--- config.mk ---
export PLATFORM = sky130hd
export DESIGN_NAME = angle_sensor_spi_slave_crc
export DESIGN_NICKNAME = d
export VERILOG_FILES = /design/src/hdl/spi_crc_pkg.sv /design/src/hdl/angle_sensor_spi_slave_crc.sv
export SDC_FILE = /design/constraint.sdc
export NUM_CORES = 1
export LEC_CHECK = 0
export ABC_AREA = 1
export BUFFER_PORTS_ARGS = -buffer_cell sky130_fd_sc_hd__buf_2
export CORE_MARGIN = 1.5
export CORE_UTILIZATION = 40
export CTS_BUF_LIST = sky130_fd_sc_hd__clkbuf_8
export CTS_CLUSTER_DIAMETER = 120
export DETAILED_ROUTE_END_ITERATION = 10
export GPL_TIMING_DRIVEN = 0
export PLACE_DENSITY = 0.58
export SYNTH_ARGS = -nofsm -noshare
export SYNTH_HDL_FRONTEND = slang
export SYNTH_SLANG_ARGS = --single-unit
--- constraint.sdc ---
create_clock -name sys_clk -period 5.82 [get_ports sys_clk]
set_input_delay 0.582 -clock sys_clk [delete_from_list [all_inputs] [get_ports sys_clk]]
set_output_delay 0.582 -clock sys_clk [all_outputs]
set_load 0.05 [all_outputs]
--- src/hdl/spi_crc_pkg.sv ---
// constants, state type and checksum function for the serial slave port
package spi_crc_pkg;
  localparam int DATA_W = 14;
  localparam int ADDR_W = 14;
  localparam int RX_W   = 32;
  localparam int TX_W   = 24;
  localparam int CNT_W  = 6;

  localparam int SYS_CLK_HZ  = 10000000;
  localparam int SCLK_MAX_HZ = 10000000;

  // frame lengths in received bits
  localparam logic [CNT_W-1:0] LEN_SHORT = 6'h10;
  localparam logic [CNT_W-1:0] LEN_CRC   = 6'h18;
  localparam logic [CNT_W-1:0] LEN_MAX   = 6'h3F;

  // field positions in the lowest 24 received bits
  localparam int SHORT_RD_BIT = 14;
  localparam int RW_BIT       = 22;
  localparam int PAY_MSB      = 23;
  localparam int PAY_LSB      = 8;
  localparam int FLD_MSB      = 21;
  localparam int CRC_MSB      = 7;

  // error flag register
  localparam logic [ADDR_W-1:0] ERR_ADDR  = 14'h0001;
  localparam logic [DATA_W-1:0] ERR_RESET = 14'h0000;
  localparam int ERR_CRC_BIT = 6;
  localparam int ERR_CMD_BIT = 5;
  localparam int ERR_FRM_BIT = 4;

  // checksum
  localparam logic [7:0] CRC_POLY   = 8'h1D;
  localparam logic [7:0] CRC_INIT   = 8'hFF;
  localparam logic [7:0] CRC_XOROUT = 8'hFF;

  typedef enum logic [2:0] {
    ST_IDLE = 3'b000,
    ST_WR   = 3'b001,
    ST_RD   = 3'b011,
    ST_WT   = 3'b010,
    ST_LD   = 3'b110
  } seq_state_t;

  function automatic logic [7:0] crc8(input logic [15:0] d);
    logic [7:0] c;
    logic       fb;
    c = CRC_INIT;
    for (int i = 15; i >= 0; i--) begin
      fb = c[7] ^ d[i];
      c  = {c[6:0], 1'b0};
      if (fb) begin
        c = c ^ CRC_POLY;
      end
    end
    return c ^ CRC_XOROUT;
  endfunction
endpackage

--- src/hdl/angle_sensor_spi_slave_crc.sv ---
// serial slave port with checksum, pipelined responses and error flag register
// Summary of operation
// - device is slave only; host clocks the link at 10 MHz or less
// - mode CPOL 0, CPHA 1; frame starts when select falls, clock low
// - each MOSI bit is captured on the falling clock edge
// - commands execute only at the rising select edge ending the frame
// - all fields shift most significant bit first both ways
// - 16-bit frame: no checksum, read only, bit 14 set, address 13:0
// - response: warning bit, error bit, 14 data bits from previous frame
// - 24-bit frame: direction bit 22, address 21:8, checksum 7:0
// - 32-bit frame adds an 8-bit pad field ahead of the 24 bits
// - checksum mismatch sets the communication fault flag
// - read data latched at frame end, sent in the following frame
// - data frame returns old content; next frame returns updated content
// - up to four 8-bit pad groups may precede the payload
// - checksum covers payload bits 23:8 only
// - checksum polynomial x^8+x^4+x^3+x^2+1
// - checksum preset to 0xFF for every frame
// - an all-zero frame is rejected by the preset checksum
// - responses in frames of 24 bits or more carry the device's own checksum
// - fault flags: checksum bit 6, bad command bit 5, framing bit 4
// - reading the error flag register clears it
//
// The placing of the registers and the address-and-strobe port were chosen for this implementation.
`timescale 1ns/1ns
module angle_sensor_spi_slave_crc (
  // clock, reset, enable
  input  wire  logic                            sys_clk,
  input  wire  logic                            sys_rst,
  input  wire  logic                            clk_en,
  // serial link
  input  wire  logic                            sclk,
  input  wire  logic                            select_low,
  input  wire  logic                            mosi,
  output logic                                  miso,
  output logic                                  miso_oe_n,
  // register file access
  output logic [spi_crc_pkg::ADDR_W-1:0]        reg_addr,
  output logic [spi_crc_pkg::DATA_W-1:0]        reg_wdata,
  output logic                                  reg_wr,
  output logic                                  reg_rd,
  input  wire  logic [spi_crc_pkg::DATA_W-1:0]  reg_rdata,
  // status
  input  wire  logic                            warn_in,
  input  wire  logic [spi_crc_pkg::DATA_W-1:0]  fault_set,
  output logic [spi_crc_pkg::DATA_W-1:0]        error_flag_register
);
  import spi_crc_pkg::*;

  logic [2:0]        sclk_q;
  logic [2:0]        sel_q;
  logic [1:0]        mosi_q;
  logic              sclk_rise;
  logic              sclk_fall;
  logic              sel_act;
  logic              frame_start;
  logic              frame_end;
  logic [RX_W-1:0]   rx_sh;
  logic [CNT_W-1:0]  bit_cnt;
  logic [TX_W-1:0]   tx_sh;
  seq_state_t        state_reg;
  logic              len_short;
  logic              len_crc;
  logic              frame_bad;
  logic              crc_bad;
  logic              cmd_bad;
  logic              cmd_ok;
  logic              data_frame;
  logic              dec_read;
  logic [ADDR_W-1:0] dec_addr;
  logic              wr_pending;
  logic [ADDR_W-1:0] wr_addr;
  logic              op_wr;
  logic              op_rd;
  logic [ADDR_W-1:0] acc_addr;
  logic [DATA_W-1:0] acc_wdata;
  logic              warn_q;
  logic              fault_q;
  logic              is_int;
  logic [DATA_W-1:0] int_data;
  logic              err_clr;
  logic [DATA_W-1:0] err_set;
  logic [DATA_W-1:0] resp_data;
  logic [15:0]       resp_hdr;

  // link synchronisers; stage 0 feeds only stage 1
  always_ff @(posedge sys_clk) begin
    if (sys_rst) begin
      sclk_q <= 3'h0;
      sel_q  <= 3'h7;
      mosi_q <= 2'h0;
    end else if (clk_en) begin
      sclk_q <= {sclk_q[1:0], sclk};
      sel_q  <= {sel_q[1:0], select_low};
      mosi_q <= {mosi_q[0], mosi};
    end
  end

  assign sclk_rise   = sclk_q[1] & ~sclk_q[2];
  assign sclk_fall   = ~sclk_q[1] & sclk_q[2];
  assign sel_act     = ~sel_q[1];
  assign frame_start = ~sel_q[1] & sel_q[2];
  assign frame_end   = sel_q[1] & ~sel_q[2];

  // receive shifter and edge counter
  always_ff @(posedge sys_clk) begin
    if (sys_rst) begin
      rx_sh   <= '0;
      bit_cnt <= '0;
    end else if (clk_en) begin
      if (frame_start) begin
        bit_cnt <= '0;
      end else if (sel_act && sclk_fall) begin
        rx_sh <= {rx_sh[RX_W-2:0], mosi_q[1]};
        if (bit_cnt != LEN_MAX) begin
          bit_cnt <= bit_cnt + 6'h01;
        end
      end
    end
  end

  // frame decode, valid in the frame_end cycle
  always_comb begin
    len_short = (bit_cnt == LEN_SHORT);
    len_crc   = (bit_cnt >= LEN_CRC) && (bit_cnt[2:0] == 3'h0);
    frame_bad = !(len_short || len_crc);
    crc_bad   = len_crc &&
                (crc8(rx_sh[PAY_MSB:PAY_LSB]) != rx_sh[CRC_MSB:0]);
    dec_read  = len_short ? rx_sh[SHORT_RD_BIT] : rx_sh[RW_BIT];
    dec_addr  = len_short ? rx_sh[ADDR_W-1:0] : rx_sh[FLD_MSB:PAY_LSB];
    cmd_bad   = !frame_bad && !crc_bad && len_short &&
                (!rx_sh[SHORT_RD_BIT] || wr_pending);
    cmd_ok    = !frame_bad && !crc_bad && !cmd_bad && !wr_pending;
    data_frame = wr_pending && len_crc && !crc_bad;
  end

  // latch the action of a finished frame
  always_ff @(posedge sys_clk) begin
    if (sys_rst) begin
      op_wr      <= 1'b0;
      op_rd      <= 1'b0;
      acc_addr   <= '0;
      acc_wdata  <= '0;
      warn_q     <= 1'b0;
      fault_q    <= 1'b0;
      wr_pending <= 1'b0;
      wr_addr    <= '0;
    end else if (clk_en && frame_end) begin
      op_wr      <= data_frame;
      op_rd      <= data_frame || cmd_ok;
      acc_addr   <= data_frame ? wr_addr : dec_addr;
      acc_wdata  <= rx_sh[FLD_MSB:PAY_LSB];
      warn_q     <= warn_in;
      fault_q    <= frame_bad || crc_bad || cmd_bad;
      wr_pending <= cmd_ok && !dec_read;
      if (cmd_ok && !dec_read) begin
        wr_addr <= dec_addr;
      end
    end
  end

  assign is_int = (acc_addr == ERR_ADDR);

  // execution sequence after frame end
  always_ff @(posedge sys_clk) begin
    if (sys_rst) begin
      state_reg <= ST_IDLE;
    end else if (clk_en) begin
      case (state_reg)
        ST_IDLE: begin
          if (frame_end) begin
            state_reg <= ST_WR;
          end
        end
        ST_WR:   state_reg <= ST_RD;
        ST_RD:   state_reg <= ST_WT;
        ST_WT:   state_reg <= ST_LD;
        ST_LD:   state_reg <= ST_IDLE;
        default: state_reg <= ST_IDLE;
      endcase
    end
  end

  // register file strobes; the error register is served locally
  always_ff @(posedge sys_clk) begin
    if (sys_rst) begin
      reg_addr  <= '0;
      reg_wdata <= '0;
      reg_wr    <= 1'b0;
      reg_rd    <= 1'b0;
    end else if (clk_en) begin
      reg_wr <= (state_reg == ST_WR) && op_wr && !is_int;
      reg_rd <= (state_reg == ST_RD) && op_rd && !is_int;
      if (state_reg == ST_WR) begin
        reg_addr  <= acc_addr;
        reg_wdata <= acc_wdata;
      end
    end
  end

  assign err_clr = (state_reg == ST_RD) && op_rd && is_int;

  always_comb begin
    err_set = fault_set;
    if (frame_end) begin
      err_set[ERR_CRC_BIT] = crc_bad;
      err_set[ERR_CMD_BIT] = cmd_bad;
      err_set[ERR_FRM_BIT] = frame_bad;
      err_set = err_set | fault_set;
    end
  end

  // sticky flags; a set in the clearing cycle survives
  always_ff @(posedge sys_clk) begin
    if (sys_rst) begin
      error_flag_register <= ERR_RESET;
      int_data            <= '0;
    end else if (clk_en) begin
      if (err_clr) begin
        int_data <= error_flag_register;
      end
      error_flag_register <= (err_clr ? ERR_RESET : error_flag_register) | err_set;
    end
  end

  always_comb begin
    resp_data = '0;
    if (op_rd) begin
      resp_data = is_int ? int_data : reg_rdata;
    end
    resp_hdr = {warn_q, fault_q, resp_data};
  end

  // transmit shifter, updated on rising link clock
  always_ff @(posedge sys_clk) begin
    if (sys_rst) begin
      tx_sh     <= '0;
      miso      <= 1'b0;
      miso_oe_n <= 1'b1;
    end else if (clk_en) begin
      miso_oe_n <= ~sel_act;
      if (state_reg == ST_LD) begin
        tx_sh <= {resp_hdr, crc8(resp_hdr)};
      end else if (sel_act && sclk_rise) begin
        miso  <= tx_sh[TX_W-1];
        tx_sh <= {tx_sh[TX_W-2:0], 1'b0};
      end
    end
  end
endmodule

## Word-level counts from Yosys, hierarchy flattened

Index checks and enable logic that the tools add are counted.

| cells by class | value |
|---|---|
| $mul | 0 |
| divide/modulo/power cells | 0 |
| reductions and logical operators | 43 |
| eq/ne operators | 9 |
| $lt $le $gt $ge | 1 |
| shift-type cells | 0 |
| multiplexer cells | 94 |
| add/sub/neg operators | 1 |
| bitwise logic cells | 74 |

Operators by type and width:

| kind | count |
|---|---|
| two-way mux 8 bit | 48 |
| two-way mux 5 bit | 32 |
| NOT 4 bit | 30 |
| two-way mux 14 bit | 6 |
| two-way mux 24 bit | 2 |
| bitwise OR 14 bit | 2 |
| XOR 1 bit | 27 |
| logical AND 1 bit | 18 |
| two-way mux 6 bit | 3 |
| NOT 8 bit | 2 |
| == test 14 x 1 -> 1 bit (second input constant) | 1 |
| case mux 3 bit (4 select lines) | 1 |
| AND reduction 2 bit | 5 |
| AND reduction 3 bit | 3 |
| inequality test 8 bit | 1 |
| zero test 1 bit | 7 |
| adder 6 x 1 -> 6 bit (second input constant) | 1 |
| == test 3 x 2 -> 1 bit (second input constant) | 2 |
| == test 6 x 5 -> 1 bit (second input constant) | 1 |
| >= comparator 6 x 5 -> 1 bit (second input constant) | 1 |
| zero test 3 bit | 2 |
| inequality test 6 bit (second input constant) | 1 |
| NOT 1 bit | 6 |
| nonzero test 2 bit | 3 |
| 8 further kinds | 17 |

| storage, ports and cells | value |
|---|---|
| bits in writable memories | 0 |
| register bits | 172 |
| ROM bits | 0 |
| output and inout bits | 46 |
| memories kept | 0 |
| word-level logic and storage cells | 245 |
| latch bits | 0 |

## Depth between registers and ports, before layout

Gate-level depths: netlist of the first run.

| depth | value |
|---|---|
| depth in word-level cells | 81 |
| mapped depth | 26 |
| depth with buffers taken out | 25 |

## Worst setup path before layout of the first run

OpenSTA, ideal clock, no wires.

| path | value |
|---|---|
| kind | reg-to-reg |
| start point | register acc_addr[8] |
| end point | register tx_sh[3] |
| clock period less this slack | 2402 ps |
| setup slack | 3418 ps |
| stages on the path, launching flop included | 21 |
| arrival time | 2293 ps |
| path buffers | 1 |
| library setup time | 109 ps |
| cell sequence | dfxtp_1 > nor2_1 > nand2_1 > nor2_4 > nand2_2 > buf_6 > nand2_1 > nand3_2 > xor2_1 > nand3_1 > nand2_2 > nand2_1 > nand2_1 > xor2_1 > nand2_1 > nand2_1 > nand2_1 > nand3_1 > nand3_1 > nand2_1 > inv_1 |

| between the ends | value |
|---|---|
| cells in the longest elaborated chain, start to end | 63 |
| elaborated cells on any way between the ends | 85 |
| those cells by class | eq/ne (1); mux (59); bitwise (25) |

Ends and longest elaborated chain:

| element | line | source |
|---|---|---|
| start, declared | angle_sensor_spi_slave_crc.sv:75 | `logic [ADDR_W-1:0] acc_addr;` |
| start signal, assigned | angle_sensor_spi_slave_crc.sv:151 | `acc_addr <= data_frame ? wr_addr : dec_addr;` |
| == test 14 x 1 -> 1 bit * | angle_sensor_spi_slave_crc.sv:162 | `assign is_int = (acc_addr == ERR_ADDR);` |
| two-way mux 14 bit * | angle_sensor_spi_slave_crc.sv:229 | `resp_data = is_int ? int_data : reg_rdata;` |
| two-way mux 14 bit * | angle_sensor_spi_slave_crc.sv:228 | `if (op_rd) begin` |
| XOR 1 bit | spi_crc_pkg.sv:50 | `fb = c[7] ^ d[i];` |
| two-way mux 5 bit | spi_crc_pkg.sv:52 | `if (fb) begin` |
| two-way mux 8 bit | angle_sensor_spi_slave_crc.sv:242 | `if (state_reg == ST_LD) begin` |
| two-way mux 8 bit | angle_sensor_spi_slave_crc.sv:240 | `end else if (clk_en) begin` |
| two-way mux 8 bit | angle_sensor_spi_slave_crc.sv:236 | `if (sys_rst) begin` |
| (+47 left out) | n/a |  |
| two-way mux 8 bit | angle_sensor_spi_slave_crc.sv:236 |  |
| NOT 4 bit (no source line) | n/a |  |
| two-way mux 5 bit * | spi_crc_pkg.sv:52 |  |
| two-way mux 8 bit * | angle_sensor_spi_slave_crc.sv:242 |  |
| two-way mux 8 bit * | angle_sensor_spi_slave_crc.sv:240 |  |
| two-way mux 8 bit * | angle_sensor_spi_slave_crc.sv:236 |  |
| NOT 8 bit (no source line) * | n/a |  |
| two-way mux 24 bit * | angle_sensor_spi_slave_crc.sv:242 |  |
| end signal, assigned | angle_sensor_spi_slave_crc.sv:243 | `tx_sh <= {resp_hdr, crc8(resp_hdr)};` |
| end signal, assigned | angle_sensor_spi_slave_crc.sv:246 | `tx_sh <= {tx_sh[TX_W-2:0], 1'b0};` |
| end, declared | angle_sensor_spi_slave_crc.sv:60 | `logic [TX_W-1:0] tx_sh;` |

Every way passes the cells marked *; elsewhere a longest branch is shown, timed or not. The select of a mux whose other input is x is not followed.
A chain may end at the register's enable or synchronous reset.

## Worst setup path after layout of the first run

| path | value |
|---|---|
| start point | register bit_cnt[0] |
| end point | register acc_addr[2] |

| between the ends | value |
|---|---|
| cells in the longest elaborated chain, start to end | 6 |
| elaborated cells on any way between the ends | 10 |
| those cells by class | order compare (1); eq/ne (1); mux (2); reduce/logical (6) |

Ends and longest elaborated chain:

| element | line | source |
|---|---|---|
| start, declared | angle_sensor_spi_slave_crc.sv:59 | `logic [CNT_W-1:0] bit_cnt;` |
| start signal, assigned | angle_sensor_spi_slave_crc.sv:116 | `bit_cnt <= bit_cnt + 6'h01;` |
| >= comparator 6 x 5 -> 1 bit / zero test 3 bit (equally long branches) | angle_sensor_spi_slave_crc.sv:125 | `len_crc = (bit_cnt >= LEN_CRC) && (bit_cnt[2:0] == 3'h0);` |
| logical AND 1 bit | angle_sensor_spi_slave_crc.sv:125 |  |
| logical AND 1 bit | angle_sensor_spi_slave_crc.sv:127 | `crc_bad = len_crc &&` |
| zero test 1 bit | angle_sensor_spi_slave_crc.sv:134 | `data_frame = wr_pending && len_crc && !crc_bad;` |
| logical AND 1 bit | angle_sensor_spi_slave_crc.sv:134 |  |
| two-way mux 14 bit * | angle_sensor_spi_slave_crc.sv:151 |  |

Every way passes the cells marked *; elsewhere a longest branch is shown, timed or not.

==> results of run 1 <==
==> metal layers <==
metal,up-vias,wire length (µm)
met2,308,11800
met1,4082,13700
met5,-,0
met4,0,551
met3,30,1800
li1,4730,-
==> worst max-delay path, stage by stage, from the launching register on <==
cell and delay, ps:
dfxtp_1 330, inv_1 110, ha_1 170, nand2_1 80, nor4_1 950, inv_1 140
clkbuf_1 270, clkbuf_1 270, o21ai_0 590, nand2_1 130, nand3_1 100, a21oi_1 60
==> worst min path at each step <==
stage	startpoint	slack [ps]	cells after the start	to
finish	select_low	320	3	sel_q[0]$_SDFFE_PP1P_
global route	mosi	320	3	mosi_q[0]$_SDFFE_PP0P_
CTS	select_low	310	3	sel_q[0]$_SDFFE_PP1P_
detailed placement	sel_q[0]$_SDFFE_PP1P_	450	2	sel_q[0]$_SDFFE_PP1P_
global placement	sel_q[0]$_SDFFE_PP1P_	440	2	sel_q[0]$_SDFFE_PP1P_
floorplan	sel_q[0]$_SDFFE_PP1P_	430	2	sel_q[0]$_SDFFE_PP1P_
==> synthesized netlist by cell type, types with 4 or more instances <==
cell type  instances  area, µm²
nand2_2           26        163
dfxtp_1          171       3420
nand3_1           97        485
a31oi_1           17        106
xor2_1            16        140
o21ai_0          122        611
xnor2_1            7       61.3
nand3b_1           4       30.0
inv_2             11       41.3
nor3_1             7       35.0
buf_2              7       35.0
nand2_1          399       1500
nor2_2             6       37.5
o21bai_1          14        105
inv_1            148        556
nand3_2            6       60.1
nand4_1           26        163
a21oi_1           92        460
a211oi_1          17        128
nor2_1           135        507
clkbuf_1          53        199
buf_6              4       45.0
==> power by group through the flow <==
stage	Combinational [mW]	Sequential (mW)	Clock, mW
6_report	0.318	1.23	0.834
5_1_grt	0.353	1.23	0.891
4_1_cts	0.318	1.23	0.841
3_5_place_dp	0.316	1.25	0
3_3_place_gp	0.314	1.26	0
2_1_floorplan	0.162	1.32	0
==> layout make-up <==
type	count	area, µm²	share of cell area
inverters	162	611	0.0597
clock inverters	14	136	0.0133
multi-input cells	1010	4770	0.466
well taps	285	357	0.0348
flip-flops and latches	171	3420	0.334
plain buffers	67	294	0.0287
clock buffers	18	248	0.0242
repair buffers	79	395	0.0386
==> cell families (layout without fill, tap and decap cells) <==
logic type               after synthesis  count (layout)  share of synthesized area
AO/OA/AOI/OAI                        268             268                      0.160
XOR/XNOR                              23              23                     0.0221
adder cells (fa/ha/maj)                2               2                    0.00275
buffers and inverters                229             340                     0.0994
flip-flops                           171             171                      0.376
AND/OR/NAND/NOR                      717             717                      0.339
==> qor.txt, run 1 <==
Run status: finished, final reports clean
Layout Skew: 18.8 ps
DR WL/cell: 15.4 µm
Site Rows: 55
Worst Setup SP: bit_cnt[0]$_SDFFE_PP0P_
Placed instance area: 9850 µm²
Chip width: 154 µm
Clock Latency Late Sink: 480 ps
Seq/Total Area, Yosys: 0.376
GRT Util Overall: 0.241
Worst Hold Slack: 321 ps
Mapped Area: 9100 µm²
I/O Pins: 81
PwrDens: 233 nW/µm²
Initial antenna violation count: 0
Fmax: 300 MHz
Final hold vios: 0
Final Cycle Share: 0.573
Critical Path End Type: flip-flop
CP Max Fanout: 10
CTS Buf Count: 17
First-pass GRT wire length: 44,700 µm
Seq cells post-synth: 171
Clk root buf: clkbuf_8
Layout cell share with drive strength beyond 1: 0.119
Unrepaired setup endpoints after global routing: false
Gpl congestion: 0.897
R2R Path End: acc_addr[2]$_SDFFE_PP0P_
Nets@finish: 1,545
Fillers: 2,365
# Post-CTS Setup Buffers: 0
Die area: 23,700 µm²
Flop pwr share: 0.516
DR vias/cell: 5.07
Final Worst Setup Slack: 2480 ps
Area Growth Syn to Fin: 12.5%
Combinational share of power: 0.134
Total wire length: 27,800 µm
Number of synthesized flops with an enable pin: 0
Total power draw: 2.38 mW
Floorplan core area: 22,500 µm²
H-Tree Depth: 4
Synth warn: 0
CTS tree: yes
DRC: 0
Met2 Usage GRT: 0.369
Critical Path Sink: acc_addr[2]$_SDFFE_PP0P_
Post-DRT Antenna Nets: 0
Commonest non-fill, non-tap cell in the layout: nand2_1
Starting Density: 0.404
Fin. max-slew vios: 0
Die height: 154 µm
Biggest regs: rx_sh (24), tx_sh (24)
Setup TNS: 0 ps
Post_cts resized: 0
DRT Pass-1 Iters: 8
Hold buffers post-CTS: 0
Slew @ Worst Pin: 1260 ps
Max_cap viols: 0
Mean post-synth cell area: 6.45 µm²
Setup-failing EPs final: 0
Dominant synthesized flop cell: dfxtp_1
Worst reg2reg setup slack: 2480 ps
NetSw: 0.730 mW
Vias in the first global route: 8,323
Most frequent cells in the layout: 399 x nand2_1, 171 x dfxtp_1, 149 x inv_1
Grt ovf: 0
Finished Layout Cells: 1,806
Asr flop ratio synth: 0
CTS Sinks: 171
Worst setup SP type: flip-flop
Largest net degree at the start of global routing: 17
CTS max path bufs: 2
RR Startpoint: bit_cnt[0]$_SDFFE_PP0P_
Post-route cell area: 10,200 µm²
Via Count: 9,150
Worst EP arrival: 3680 ps
Worst hold path class: in2reg
Port bufs: 79
Initial DRC Count: 970
Relative slew slack: 0.153
Gate Count Post-Synth: 1,410
Met3 Track Usage GR: 0.0431
Max VDD drop: 0.143 mV
Most crowded layer after global routing: met2
Post-synth net total: 1,447
Clock network power share: 0.350
Post-placement worst setup slack: 2430 ps
Worst-path clk slew: 100 ps
FF-to-FF path depth: 11
Min Tclk post-route: 3340 ps
Hpwl dp: 21,500 µm
GR Layer Usage met1: 0.346
Crit path required time: 6170 ps
Final core occ: 0.455
Int Power: 1.65 mW
Switching share of power: 0.307
Leakage power: 4.90 nW
Crit path kind: reg2reg
Placed cells: 1,774
N_diodes: 0
Distinct cells, synth: 39
Note: power is estimated with default switching activity, not from simulation.
==> run 2: changes to the inputs <==
==> constraint.sdc (replaced) <==
create_clock -name sys_clk -period 3.3 [get_ports sys_clk]
set_input_delay 0.33 -clock sys_clk [delete_from_list [all_inputs] [get_ports sys_clk]]
set_output_delay 0.33 -clock sys_clk [all_outputs]
set_load 0.05 [all_outputs]
==> qor.txt, run 2 (same netlist as run 1, synthesis figures left out) <==
Run status: finished, final reports clean
Setup-failing EPs final: 0 (unchanged)
Slowest-stage cell, CP: dfxtp_1
Biggest regs: rx_sh (24), tx_sh (24)
Min Tclk post-route: 3000 ps (-336 ps)
Gpl congestion: 0.897 (unchanged)
Buffers & Inverters on Critical Path: 3 (-1)
Cell chain of the critical path: inv_1, nand2_1, nand2_1, nand3_1, nand2_1, nand2_1, nand2_2, xor2_1, nand3_1, nand2_1, nand2_1, nand2_1, nand2_1, nand2_1, nand4_1, nand2_1, nand4_1, buf_2, buf_6, o21bai_1, nor2_1
Total power draw: 4.20 mW (+76%)
Leakage power: 4.92 nW (+0.30%)
Worst reg2reg setup slack: 300 ps (-2180 ps)
Final core occ: 0.457 (+0.00239)
Final Cycle Share: 0.909 (+0.336)
Grt ovf: 0 (unchanged)
Initial DRC Count: 888 (-8.5%)
CTS max path bufs: 2 (unchanged)
Slew @ Worst Pin: 903 ps (-356 ps)
Worst-path clk slew: 100 ps (about the same)
First-pass GRT wire length: 44,700 µm (unchanged)
Relative slew slack: 0.393 (+0.240)
Layout cell share with drive strength beyond 1: 0.125 (+0.00592)
CTS Buf Count: 17 (unchanged)
Max VDD drop: 0.253 mV (+77%)
CP Max Fanout: 10 (unchanged)
DRC: 0 (unchanged)
Via Count: 9,138 (-0.13%)
Initial antenna violation count: 0 (unchanged)
Final hold vios: 0 (unchanged)
Port bufs: 79 (unchanged)
Fmax: 333 MHz (+11%)
Crit path required time: 3660 ps (-2510 ps)
Largest net degree at the start of global routing: 17 (unchanged)
PwrDens: 408 nW/µm² (+76%)
DR WL/cell: 15.4 µm (about the same)
Critical Path End Type: flip-flop
Post-route cell area: 10,300 µm² (+0.53%)
Post_cts resized: 0 (unchanged)
I/O Pins: 81 (unchanged)
Placed instance area: 9850 µm² (unchanged)
Post-DRT Antenna Nets: 0 (unchanged)
Area of the multi-input gates: 4820 µm² (+1.0%)
Hpwl dp: 21,500 µm (unchanged)
Area Growth Syn to Fin: 13.1%
Placed cells: 1,774 (unchanged)
Cell mode on critical path: nand2_1
Post-placement worst setup slack: 131 ps (-2300 ps)
Final Worst Setup Slack: 300 ps (-2180 ps)
Fillers: 2,363 (-0.085%)
Total wire length: 27,800 µm (about the same)
GRT Util Overall: 0.241 (unchanged)
Clk root buf: clkbuf_8
Worst hold path class: in2reg
Clock Latency Late Sink: 470 ps (about the same)
Commonest non-fill, non-tap cell in the layout: nand2_1
Fin. max-slew vios: 0 (unchanged)
Layout Skew: 19.7 ps (+0.920 ps)
# Post-CTS Setup Buffers: 0 (unchanged)
Die height: 154 µm (unchanged)
DRT Pass-1 Iters: 5 (-3)
N_diodes: 0 (unchanged)
Hold buffers post-CTS: 0 (unchanged)
Die area: 23,700 µm² (unchanged)
Site Rows: 55 (unchanged)
CP max stage delay: 350 ps (-600 ps)
H-Tree Depth: 4 (unchanged)
Finished Layout Cells: 1,806 (unchanged)
CTS tree: yes
Worst EP arrival: 3360 ps (-320 ps)
Vias in the first global route: 8,323 (unchanged)
Nets@finish: 1,545 (unchanged)
DR vias/cell: 5.06 (-0.13%)
Starting Density: 0.404 (unchanged)
CP delay by family, top: simple AND/OR/NAND/NOR gates
Crit path kind: reg2reg
Register area: 3420 µm² (about the same)
Worst setup SP type: flip-flop
CTS Sinks: 171 (unchanged)
Floorplan core area: 22,500 µm² (unchanged)
Chip width: 154 µm (unchanged)
Most frequent cells in the layout: 398 x nand2_1, 170 x dfxtp_1, 149 x inv_1
Max_cap viols: 0 (unchanged)
-- run 2: changes by cell type in the layout (fill, tap and decap cells not counted), sizes merged --
cell	before	now
clkbuf	71	72
buf	93	92
-- run 2: layer usage --
| metal | track usage | routed length (µm) | share of wire |
|---|---|---|---|
| met1 | 0.346 | 13900 | 0.50 |
| met2 | 0.369 | 11800 | 0.42 |
| met3 | 0.0431 | 1580 | 0.057 |
| met4 | 0.0666 | 573 | 0.021 |
| met5 | 0 | 0 | 0 |
-- run 2: final cells by class --
cell class                 instances  area share
multi-input combinational       1010       0.469
sequential                       171       0.333
inverter                         162      0.0596
timing repair buffer              79      0.0384
tap                              285      0.0347
buffer                            67      0.0287
clock buffer                      18      0.0241
clock inverter                    14      0.0133
-- run 2: through the flow --
step                      hold WS (ps)  setup TNS, ps
final                             75.8              0
after global routing              65.5          -3.23
after CTS                         59.4              0
after detailed placement           449              0
after global placement             444              0
after floorplan                    429              0
-- run 2: worst paths after layout --
check,depth (start not counted),end,startpoint
worst max-delay path,21,wr_addr[7]$_SDFFE_PP0P_,rx_sh[16]$_SDFFE_PP0P_
worst min-delay path,3,sel_q[0]$_SDFFE_PP1P_,select_low
worst max register to register,21,wr_addr[7]$_SDFFE_PP0P_,rx_sh[16]$_SDFFE_PP0P_
worst min register to register,2,sel_q[0]$_SDFFE_PP1P_,sel_q[0]$_SDFFE_PP1P_
-- run 2: report_power, final --
group,switching (mW),internal (mW)
Combinational,0.410,0.156
Clock,0.834,0.634
Sequential,0.0443,2.12
Total,1.29,2.91
-- run 2: worst reg2reg max path: stages (launching register included) --
cell,delay [ps]
dfxtp_1,350
inv_1,220
nand2_1,90
nand2_1,150
nand3_1,110
nand2_1,70
nand2_1,50
nand2_2,160
xor2_1,250
nand3_1,130
nand2_1,80
nand2_1,50
nand2_1,90
nand2_1,60
nand2_1,100
nand4_1,120
nand2_1,140
nand4_1,110
buf_2,230
buf_6,170
o21bai_1,140
nor2_1,50
